--- src/inc/vims_params.svh ---
// Purpose: Timing figures and geometry constants for the VGA input scaler.
// Assumes: Included by the design files only.
// Notes: Line and frame rates are in hertz, sampling clocks in kHz; cycle counts are derived in the modules.
`ifndef VIMS_PARAMS_SVH
`define VIMS_PARAMS_SVH
// Local clock rate
`define VIMS_CLK_HZ 200000000
// Line rates and tolerance, in Hz
`define VIMS_LINE_A_HZ 31469
`define VIMS_LINE_B_HZ 24827
`define VIMS_LINE_TOL_HZ 1000
// Frame rates and tolerance, in Hz
`define VIMS_FRAME_60_HZ 60
`define VIMS_FRAME_56_HZ 56
`define VIMS_FRAME_70_HZ 70
`define VIMS_FRAME_TOL_HZ 1
// Sampling clocks, in kHz
`define VIMS_DOT_A_KHZ 25175
`define VIMS_DOT_B_KHZ 21053
`define VIMS_DOT_C_KHZ 28322
// Geometry
`define VIMS_PANEL_COLS 640
`define VIMS_DECIM_PERIOD 9
`define VIMS_PAD_LINES 50
`define VIMS_SCALE_NUM 6
`define VIMS_SCALE_DEN 5
`endif

--- src/inc/vims_pkg.sv ---
// Purpose: Shared types of the VGA input scaler.
// Assumes: Compiled before the design modules.
// Notes: Mode codes carry no fixed encoding.
`default_nettype none
package vims_pkg;
	// Recognised input video modes
	typedef enum logic [2:0] {
		VIMS_NONE,
		VIMS_640X480_60,
		VIMS_640X400_56,
		VIMS_640X400_70,
		VIMS_640X350_70,
		VIMS_720X400_70,
		VIMS_720X350_70
	} vims_mode_t;
endpackage : vims_pkg
`default_nettype wire

--- src/hdl/vims_top.sv ---
// Purpose: VGA input mode recognition, sampling clock choice and panel mapping.
// Assumes: All inputs synchronous to MCLK; pixels arrive with PIX_VALID.
// Notes: Mode, switch and row origin change only at the start of a frame.
//
// Summary of operation
// RQ1 - Accept sync of either polarity, progressive
// RQ2 - Recognise 640x480 at 31.469k/60Hz, 25.175MHz
// RQ3 - Recognise 640x400 at 24.827k/56Hz, 21.053MHz
// RQ4 - Recognise 640 wide 70Hz modes, 25.175MHz
// RQ5 - Recognise 720 wide 70Hz modes, 28.322MHz
// RQ6 - Switch picks handling of 720 lines
// RQ7 - Text mode keeps first 640, drops 80
// RQ8 - Graphics mode resamples 720 onto 640
// RQ9 - 350 lines padded 50 to 400, scaled 1.2
// RQ10 - One switch input selects display mode
// RQ11 - Switch off text, on graphics only
// RQ12 - 400 and 350 line pictures centred
// RQ13 - Match periods to table, split shared rates
`default_nettype none
`include "vims_params.svh"
module vims_top
	import vims_pkg::*;
#(
	parameter int P_CLK_HZ = `VIMS_CLK_HZ,
	parameter int PIX_W = 18,
	parameter int CNT_W = 22
) (
	input wire logic MCLK,
	input wire logic RST_B,
	input wire logic HSYNC,
	input wire logic VSYNC,
	input wire logic DISPLAY_MODE_SWITCH,
	input wire logic WIDE_SRC,
	input wire logic PIX_VALID,
	input wire logic [PIX_W-1:0] PIX_DATA,
	output vims_mode_t MODE,
	output logic MODE_LOCK,
	output logic GFX_ONLY,
	output logic [9:0] PLL_DIV,
	output logic OUT_VALID,
	output logic [PIX_W-1:0] OUT_DATA,
	output logic [9:0] OUT_COL,
	output logic [8:0] OUT_ROW,
	output logic [1:0] OUT_ROW_CNT
);
	// ****************************************
	// Derived counts
	// ****************************************
	localparam int LA_LO = P_CLK_HZ / (`VIMS_LINE_A_HZ + `VIMS_LINE_TOL_HZ);
	localparam int LA_HI = P_CLK_HZ / (`VIMS_LINE_A_HZ - `VIMS_LINE_TOL_HZ);
	localparam int LB_LO = P_CLK_HZ / (`VIMS_LINE_B_HZ + `VIMS_LINE_TOL_HZ);
	localparam int LB_HI = P_CLK_HZ / (`VIMS_LINE_B_HZ - `VIMS_LINE_TOL_HZ);
	localparam int F60_LO = P_CLK_HZ / (`VIMS_FRAME_60_HZ + `VIMS_FRAME_TOL_HZ);
	localparam int F60_HI = P_CLK_HZ / (`VIMS_FRAME_60_HZ - `VIMS_FRAME_TOL_HZ);
	localparam int F56_LO = P_CLK_HZ / (`VIMS_FRAME_56_HZ + `VIMS_FRAME_TOL_HZ);
	localparam int F56_HI = P_CLK_HZ / (`VIMS_FRAME_56_HZ - `VIMS_FRAME_TOL_HZ);
	localparam int F70_LO = P_CLK_HZ / (`VIMS_FRAME_70_HZ + `VIMS_FRAME_TOL_HZ);
	localparam int F70_HI = P_CLK_HZ / (`VIMS_FRAME_70_HZ - `VIMS_FRAME_TOL_HZ);
	// Sampling clock per line, rounded to the nearest whole dot
	localparam int DIV_A = (`VIMS_DOT_A_KHZ * 1000 + `VIMS_LINE_A_HZ / 2) / `VIMS_LINE_A_HZ;
	localparam int DIV_B = (`VIMS_DOT_B_KHZ * 1000 + `VIMS_LINE_B_HZ / 2) / `VIMS_LINE_B_HZ;
	localparam int DIV_C = (`VIMS_DOT_C_KHZ * 1000 + `VIMS_LINE_A_HZ / 2) / `VIMS_LINE_A_HZ;
	localparam logic [9:0] PLL_A = 10'(DIV_A);
	localparam logic [9:0] PLL_B = 10'(DIV_B);
	localparam logic [9:0] PLL_C = 10'(DIV_C);
	localparam logic [10:0] COLS = 11'(`VIMS_PANEL_COLS);
	localparam logic [3:0] PH9_LAST = 4'(`VIMS_DECIM_PERIOD - 1);
	localparam logic [2:0] PH5_LAST = 3'(`VIMS_SCALE_DEN - 1);
	// Pad lines split evenly above and below, else the scaled picture sits low
	localparam logic [8:0] PAD_ROWS = 9'(`VIMS_PAD_LINES / 2 * `VIMS_SCALE_NUM / `VIMS_SCALE_DEN);

	typedef struct packed {
		vims_mode_t mode;
		logic gfx;
		logic [9:0] pll_div;
		logic h_prev;
		logic v_prev;
		logic [10:0] col_in;
		logic [3:0] ph9;
		logic [9:0] col_out;
		logic [8:0] row;
		logic [2:0] ph5;
		logic [1:0] rcnt;
		logic seen;
		logic ovalid;
		logic [PIX_W-1:0] odata;
		logic [9:0] ocol;
	} vims_top_state_t;

	vims_top_state_t st_reg;
	vims_top_state_t st_next;
	logic [CNT_W-1:0] h_per;
	logic [CNT_W-1:0] v_per;
	logic v_act_hi;
	logic h_sync;
	logic v_sync;
	logic ha, hb, v60, v56, v70;
	logic frame_start, line_start, is720, scaled, keep;
	vims_mode_t det;
	logic [9:0] det_div;

	// ****************************************
	// Sync measurement
	// ****************************************
	vims_period_meter #(.CNT_W(CNT_W)) u_hmeter (
		.clk(MCLK),
		.rst_b(RST_B),
		.sig(HSYNC),
		.period(h_per),
		.act_hi(),
		.sync_act(h_sync)
	);

	vims_period_meter #(.CNT_W(CNT_W)) u_vmeter (
		.clk(MCLK),
		.rst_b(RST_B),
		.sig(VSYNC),
		.period(v_per),
		.act_hi(v_act_hi),
		.sync_act(v_sync)
	);

	// ****************************************
	// Mode classification
	// ****************************************
	// RQ13 - period window match
	always_comb begin
		ha = h_per >= CNT_W'(LA_LO) && h_per <= CNT_W'(LA_HI);
		hb = h_per >= CNT_W'(LB_LO) && h_per <= CNT_W'(LB_HI);
		v60 = v_per >= CNT_W'(F60_LO) && v_per <= CNT_W'(F60_HI);
		v56 = v_per >= CNT_W'(F56_LO) && v_per <= CNT_W'(F56_HI);
		v70 = v_per >= CNT_W'(F70_LO) && v_per <= CNT_W'(F70_HI);
	end

	// Shared 70 Hz rate is split by width hint and vertical sync polarity
	always_comb begin
		det = VIMS_NONE;
		det_div = PLL_A;
		// RQ2 - 640x480 recognition
		if (ha && v60) begin
			det = VIMS_640X480_60;
		end
		// RQ3 - 56 Hz recognition
		else if (hb && v56) begin
			det = VIMS_640X400_56;
			det_div = PLL_B;
		end
		// RQ13 - width and polarity split
		else if (ha && v70) begin
			// RQ5 - 720 wide clock
			if (WIDE_SRC) begin
				det = v_act_hi ? VIMS_720X400_70 : VIMS_720X350_70;
				det_div = PLL_C;
			end
			// RQ4 - 640 wide 70Hz
			else begin
				det = v_act_hi ? VIMS_640X400_70 : VIMS_640X350_70;
			end
		end
	end

	// ****************************************
	// Pixel and line mapping
	// ****************************************
	assign frame_start = v_sync && !st_reg.v_prev;
	assign line_start = h_sync && !st_reg.h_prev;
	assign is720 = st_reg.mode == VIMS_720X400_70 || st_reg.mode == VIMS_720X350_70;
	assign scaled = st_reg.mode != VIMS_640X480_60 && st_reg.mode != VIMS_NONE;

	// RQ6 - switch picks handling
	always_comb begin
		// RQ7 - crop to 640
		if (!is720 || !st_reg.gfx)
			keep = st_reg.col_in < COLS;
		// RQ8 - drop one in nine
		else
			keep = st_reg.ph9 != PH9_LAST;
	end

	always_comb begin
		st_next = st_reg;
		st_next.h_prev = h_sync;
		st_next.v_prev = v_sync;
		st_next.ovalid = 1'b0;
		if (frame_start) begin
			st_next.mode = det;
			st_next.pll_div = det_div;
			// RQ10 - single switch input
			// RQ11 - off text, on graphics
			st_next.gfx = DISPLAY_MODE_SWITCH;
			// RQ12 - centred via padding
			// RQ9 - 50 line pad
			st_next.row = (det == VIMS_640X350_70 || det == VIMS_720X350_70) ? PAD_ROWS : 9'h000;
			st_next.ph5 = 3'h0;
			st_next.rcnt = 2'h1;
			st_next.seen = 1'b0;
		end
		else if (line_start) begin
			st_next.col_in = 11'h000;
			st_next.ph9 = 4'h0;
			st_next.col_out = 10'h000;
			if (st_reg.seen) begin
				st_next.row = st_reg.row + {7'h00, st_reg.rcnt};
				st_next.ph5 = (st_reg.ph5 == PH5_LAST) ? 3'h0 : st_reg.ph5 + 3'h1;
				// RQ9 - 1.2 vertical scale
				st_next.rcnt = (scaled && st_next.ph5 == PH5_LAST) ? 2'h2 : 2'h1;
			end
			st_next.seen = 1'b0;
		end
		else if (PIX_VALID) begin
			st_next.seen = 1'b1;
			if (st_reg.col_in != 11'h7ff)
				st_next.col_in = st_reg.col_in + 11'h001;
			st_next.ph9 = (st_reg.ph9 == PH9_LAST) ? 4'h0 : st_reg.ph9 + 4'h1;
			if (keep && {1'b0, st_reg.col_out} < COLS) begin
				st_next.ovalid = 1'b1;
				st_next.odata = PIX_DATA;
				st_next.ocol = st_reg.col_out;
				st_next.col_out = st_reg.col_out + 10'h001;
			end
		end
	end

	always_ff @(posedge MCLK) begin
		if (!RST_B)
			st_reg <= '0;
		else
			st_reg <= st_next;
	end

	// Outputs straight from the state register; MODE_LOCK is decoded from the registered mode
	assign MODE = st_reg.mode;
	assign MODE_LOCK = st_reg.mode != VIMS_NONE;
	assign GFX_ONLY = st_reg.gfx;
	assign PLL_DIV = st_reg.pll_div;
	assign OUT_VALID = st_reg.ovalid;
	assign OUT_DATA = st_reg.odata;
	assign OUT_COL = st_reg.ocol;
	assign OUT_ROW = st_reg.row;
	assign OUT_ROW_CNT = st_reg.rcnt;

	// ****************************************
	// Checks
	// ****************************************
	a_vga480_lock: assert property (@(posedge MCLK) disable iff (!RST_B) // RQ2
		(frame_start && ha && v60) |=> (MODE == VIMS_640X480_60 && PLL_DIV == PLL_A && MODE_LOCK))
		else $error("640x480 not recognised");
	a_rate56_lock: assert property (@(posedge MCLK) disable iff (!RST_B) // RQ3
		(frame_start && hb && v56) |=> (MODE == VIMS_640X400_56 && PLL_DIV == PLL_B))
		else $error("56 Hz mode not recognised");
	a_narrow70_clk: assert property (@(posedge MCLK) disable iff (!RST_B) // RQ4
		(frame_start && ha && v70 && !WIDE_SRC) |=> (PLL_DIV == PLL_A && !is720))
		else $error("640 wide 70 Hz mode wrong");
	a_wide70_clk: assert property (@(posedge MCLK) disable iff (!RST_B) // RQ5
		(frame_start && ha && v70 && WIDE_SRC) |=> (PLL_DIV == PLL_C && is720))
		else $error("720 wide mode wrong");
	a_text_crop: assert property (@(posedge MCLK) disable iff (!RST_B) // RQ7
		(PIX_VALID && !frame_start && !line_start && is720 && !st_reg.gfx && st_reg.col_in >= COLS)
		|=> !OUT_VALID)
		else $error("pixel past 640 shown in text mode");
	a_gfx_decim: assert property (@(posedge MCLK) disable iff (!RST_B) // RQ8
		(PIX_VALID && !frame_start && !line_start && is720 && st_reg.gfx && st_reg.ph9 == PH9_LAST)
		|=> !OUT_VALID)
		else $error("ninth pixel not dropped");
	a_switch_take: assert property (@(posedge MCLK) disable iff (!RST_B) // RQ11
		frame_start |=> (GFX_ONLY == $past(DISPLAY_MODE_SWITCH)))
		else $error("display mode switch not taken");
	a_pad_centre: assert property (@(posedge MCLK) disable iff (!RST_B) // RQ12
		(frame_start && (det == VIMS_640X350_70 || det == VIMS_720X350_70)) |=> (OUT_ROW == PAD_ROWS))
		else $error("350 line picture not centred");
	a_row_step: assert property (@(posedge MCLK) disable iff (!RST_B) // RQ9
		(line_start && !frame_start && st_reg.seen) |=> (OUT_ROW == $past(OUT_ROW) + {7'h00, $past(OUT_ROW_CNT)}))
		else $error("panel row did not advance");
endmodule : vims_top
`default_nettype wire

--- src/hdl/vims_period_meter.sv ---
// Purpose: Measures the period and active polarity of one sync input.
// Assumes: Sync is synchronous to clk; period far longer than its pulse.
// Notes: Active level is taken as the shorter of the two levels.
`default_nettype none
module vims_period_meter #(
	parameter int CNT_W = 22
) (
	input wire logic clk,
	input wire logic rst_b,
	input wire logic sig,
	output logic [CNT_W-1:0] period,
	output logic act_hi,
	output logic sync_act
);
	typedef struct packed {
		logic prev;
		logic [CNT_W-1:0] cnt;
		logic [CNT_W-1:0] hi;
		logic [CNT_W-1:0] period;
		logic act_hi;
		logic sync_act;
	} vims_meter_state_t;

	vims_meter_state_t st_reg;
	vims_meter_state_t st_next;
	localparam logic [CNT_W-1:0] CNT_MAX = '1;

	// ****************************************
	// Period and polarity measurement
	// ****************************************
	// Counters saturate so a stalled sync never wraps into a valid period
	always_comb begin
		st_next = st_reg;
		st_next.prev = sig;
		if (st_reg.cnt != CNT_MAX)
			st_next.cnt = st_reg.cnt + 1'b1;
		if (sig && st_reg.hi != CNT_MAX)
			st_next.hi = st_reg.hi + 1'b1;
		if (sig && !st_reg.prev) begin
			st_next.period = st_reg.cnt;
			// RQ1 - either sync polarity
			st_next.act_hi = {st_reg.hi, 1'b0} < {1'b0, st_reg.cnt};
			st_next.cnt = {{(CNT_W-1){1'b0}}, 1'b1};
			st_next.hi = {{(CNT_W-1){1'b0}}, 1'b1};
		end
		st_next.sync_act = (sig == st_next.act_hi);
	end

	always_ff @(posedge clk) begin
		if (!rst_b)
			st_reg <= '0;
		else
			st_reg <= st_next;
	end

	assign period = st_reg.period;
	assign act_hi = st_reg.act_hi;
	assign sync_act = st_reg.sync_act;

	// Polarity follows the measured duty of the last period
	a_polarity_pick: assert property (@(posedge clk) disable iff (!rst_b) // RQ1
		(sig && !st_reg.prev) |=> (act_hi == ({$past(st_reg.hi), 1'b0} < {1'b0, $past(st_reg.cnt)})))
		else $error("sync polarity not taken from duty");
endmodule : vims_period_meter
`default_nettype wire

--- config.mk ---
export PLATFORM = sky130hd
export DESIGN_NAME = vims_top
export DESIGN_NICKNAME = d
export VERILOG_FILES = /design/src/inc/vims_pkg.sv /design/src/hdl/vims_top.sv /design/src/hdl/vims_period_meter.sv
export VERILOG_INCLUDE_DIRS = /design/src /design/src/inc
export SDC_FILE = /design/constraint.sdc
export NUM_CORES = 1
export LEC_CHECK = 0
export ABC_CLOCK_PERIOD_IN_PS = 2200
export BUFFER_PORTS_ARGS = -buffer_cell sky130_fd_sc_hd__buf_2
export CAP_MARGIN = 0
export CORE_MARGIN = 3
export CORE_UTILIZATION = 28
export CTS_CLUSTER_SIZE = 10
export DETAILED_ROUTE_END_ITERATION = 8
export SLEW_MARGIN = 25
export SYNTH_ARGS = -nofsm -noshare
export SYNTH_HDL_FRONTEND = slang
export SYNTH_SLANG_ARGS = --single-unit
export TNS_END_PERCENT = 10
--- constraint.sdc ---
create_clock -name MCLK -period 2.2 [get_ports MCLK]
set_clock_uncertainty 0.2 [all_clocks]
set_input_delay 0.22 -clock MCLK [delete_from_list [all_inputs] [get_ports MCLK]]
set_output_delay 0.22 -clock MCLK [all_outputs]
set_load 0.005 [all_outputs]
==> impl_metrics.csv <==
group,metric,value,unit
pwr,p_int,6540,µW
sta,setup_viol,0,
sta,tightestPinTransition,0.730,ns
clock_network,cts_setup_buffers,0,
logic_synthesis,async_flop_share,0,
grt,grt_pass1_wl,44600,µm
clock_network,ctsRootBufferMaster,"clkbuf_16",
layout,fin_nets,1550,
status,status,"complete, no violations",
logic_synthesis,ys_seq_area_frac,0.393,
critical_path,required,2.45,ns
min_path,hold_path.class,"reg -> reg",
sta,min_period_over_period,0.970,
pwr,clock_power_share,0.449,
logic_synthesis,syn_inst,1333,
routing,dr.pass1.iters,5,
logic_synthesis,syn_avg_cell_area,8.30,µm²
layout,area_growth,21.2,%
pwr,p_switching,1980,µW
floorplan,pin_count,80,
layout,stdcell_count,1995,
pwr,switching_share,0.233,
sta,relSlewSlack,0.513,
grt,grt.total_usage,0.124,
logic_synthesis,synth_enable_flop_cells,0,
routing,drt_wl_total,26500,µm
critical_path,worstPathArrival,2.38,ns
routing,drt_iter0_markers,627,
critical_path,crit_path_start_kind,"flop",
floorplan,rows,72,
logic_synthesis,yosys-top-cells-area,"dfxtp_1 (39%), ha_1 (6.2%), nor2_1 (5.8%), nand2_1 (5.7%), a21oi_1 (4.0%)",
layout,layout-drive-gt1-share,0.173,
pwr,p_total,8520,µW
clock_network,cts_tree,"done",
clock_network,ctsLongestPathBuffers,3,
job,maxCapViolCount,0,
pwr,ir_drop,0.492,mV
critical_path,endpoint_kind,"flop",
logic_synthesis,synth_top_area_share,0.393,
grt,globalRouteOverflowTotal,0,
logic_synthesis,synth_ff_type,"dfxtp_1",
floorplan,die_area,41900,µm²
placement,io_buffer_count,76,
clock_network,clk_pin_slew_worst_paths,0.06,ns
clock_network,cts_made_buffers,26,
routing,ant_nets,0,
sta,finalSetupTns,0,ns
critical_path,worstPathMaxFanout,4,
sta,rsz0062_at_grt,"yes",
sta,fmax,469,MHz
critical_path,worstSetupPathType,"reg -> reg",
routing,avgRoutedWirePerCell,13.3,µm
sta,period_needed,2.13,ns
pwr,p_comb_frac,0.073,
logic_synthesis,synth_common_cells,"dfxtp_1 (217), nor2_1 (171), nand2_1 (168), a21oi_1 (88), inv_1 (56)",
floorplan,fp.dieH,205,µm
grt,grt_pass1_vias,9204,
grt,grt_start_max_net_pins,87,
placement,hpwlAfterDp,19100,µm
pwr,p_per_area,635,nW/µm²
logic_synthesis,syn_area,11100,µm²
clock_network,clock_sinks,217,
placement,place_congestion,0.845,
logic_synthesis,yosysTopAreaCell,"dfxtp_1",
layout,antenna_cells,0,
pwr,p_seq_frac,0.478,
clock_network,h-tree-depth,1,
floorplan,start_util,0.285,
routing,drc,0,
routing,num_vias,9539,
floorplan,die_w,205,µm
routing,viasPerCell,4.78,
floorplan,core_area,38800,µm²
sta,slew_viol_final,0,
pwr,p_leak,0.00511,µW
logic_synthesis,synth.most_common_cell,"dfxtp_1",
grt,antenna_found_initial,0,
logic_synthesis,post_synth_num_cell_types,71,
clock_network,clock_latency,0.52,ns
logic_synthesis,yosysWarnings,0,
placement,place_inst,1935,
logic_synthesis,yosys_register_bits,217,
sta,finalHoldViolations,0,
## worst max-delay path, stage by stage (launching register included)
cell	delay, ns
dfxtp_1	0.41
inv_1	0.09
ha_1	0.32
a2111oi_0	0.41
o21ai_0	0.16
o2111ai_1	0.14
nand4b_1	0.20
nand2_1	0.13
## cell type report
cell class,count,area (µm²)
Clock inverter,1,16.3
Tap cell,518,648
Clock buffer,35,724
Fill cell,4019,25400
Sequential cell,217,4350
Multi-Input combinational cell,960,5990
Inverter,56,210
Timing Repair Buffer,208,1470
## routing by layer
| layer | share of wire | wire length (µm) | up-vias | GRT usage |
|---|---|---|---|---|
| li1 | - | - | 4863 | - |
| met1 | 0.47 | 12600 | 4500 | 0.168 |
| met2 | 0.47 | 12600 | 142 | 0.210 |
| met3 | 0.037 | 981 | 34 | 0.0195 |
| met5 | 0 | 0 | - | 0 |
| met4 | 0.014 | 363 | 0 | 0.0243 |
## what timing repair did
| item | CTS | global route |
|---|---|---|
| pin swaps | 0 | 2 |
| gates resized for setup | 3 | 20 |
| hold endpoints to repair | 43 | 0 |
| endpoints found under the setup margin | 4 | 45 |
| hold buffers | 24 | 0 |
## path summary, 6_finish.rpt
path / from / endpoint / slack (ns) / cells past startpoint
max: u_vmeter.st_reg[57] / u_vmeter.sync_act / 0.07 / 7
min: u_hmeter.period[21] / u_hmeter.period[21] / 0.26 / 2
min reg2reg: u_hmeter.period[21] / u_hmeter.period[21] / 0.26 / 2
max reg2reg: u_vmeter.st_reg[57] / u_vmeter.sync_act / 0.07 / 7
## metrics by stage
| stage | area (µm²) | worst slack (ns) | utilization | hold slack, ns |
|---|---|---|---|---|
| after CTS | 13400 | 0.00433 | 0.344 | 0.237 |
| final | 13400 | 0.0669 | 0.345 | 0.259 |
| after global placement | 12400 | 0.0112 | 0.318 | 0.243 |
| after floorplan | 11100 | 0.0270 | - | 0.115 |
| after detailed placement | 12400 | 0.00369 | 0.318 | 0.248 |
| after global routing | 13400 | -0.0617 | 0.345 | 0.274 |
## kinds of logic (layout without fill, tap and decap cells)
logic type | count (synthesis) | in the layout | synth area share
AND/OR/NAND/NOR | 582 | 582 | 0.255
flip-flops | 217 | 217 | 0.393
AO/OA/AOI/OAI | 200 | 200 | 0.116
buffers and inverters | 158 | 300 | 0.0735
XOR/XNOR | 85 | 85 | 0.0673
adder cells (fa/ha/maj) | 56 | 56 | 0.0640
multiplexers | 34 | 34 | 0.0308
other | 1 | 3 | 0.000339
## placed cells by master (no fill, tap or decap), types with 45 or more instances in the layout
cell / instances
a21oi_1: 88
xnor2_1: 45
buf_2: 76
ha_1: 55
nand2_1: 168
dfxtp_1: 212
buf_4: 104
inv_1: 55
nand3_1: 48
nor2_1: 171
## power groups by stage
stage | clock, µW | combinational [µW] | sequential (µW)
after floorplan | 0 | 432 | 4150
after global placement | 0 | 586 | 4160
after detailed placement | 0 | 594 | 4160
after CTS | 3940 | 630 | 4070
after global routing | 4110 | 704 | 4080
final | 3820 | 624 | 4080
No activity file was read; power rests on OpenSTA's default activity.
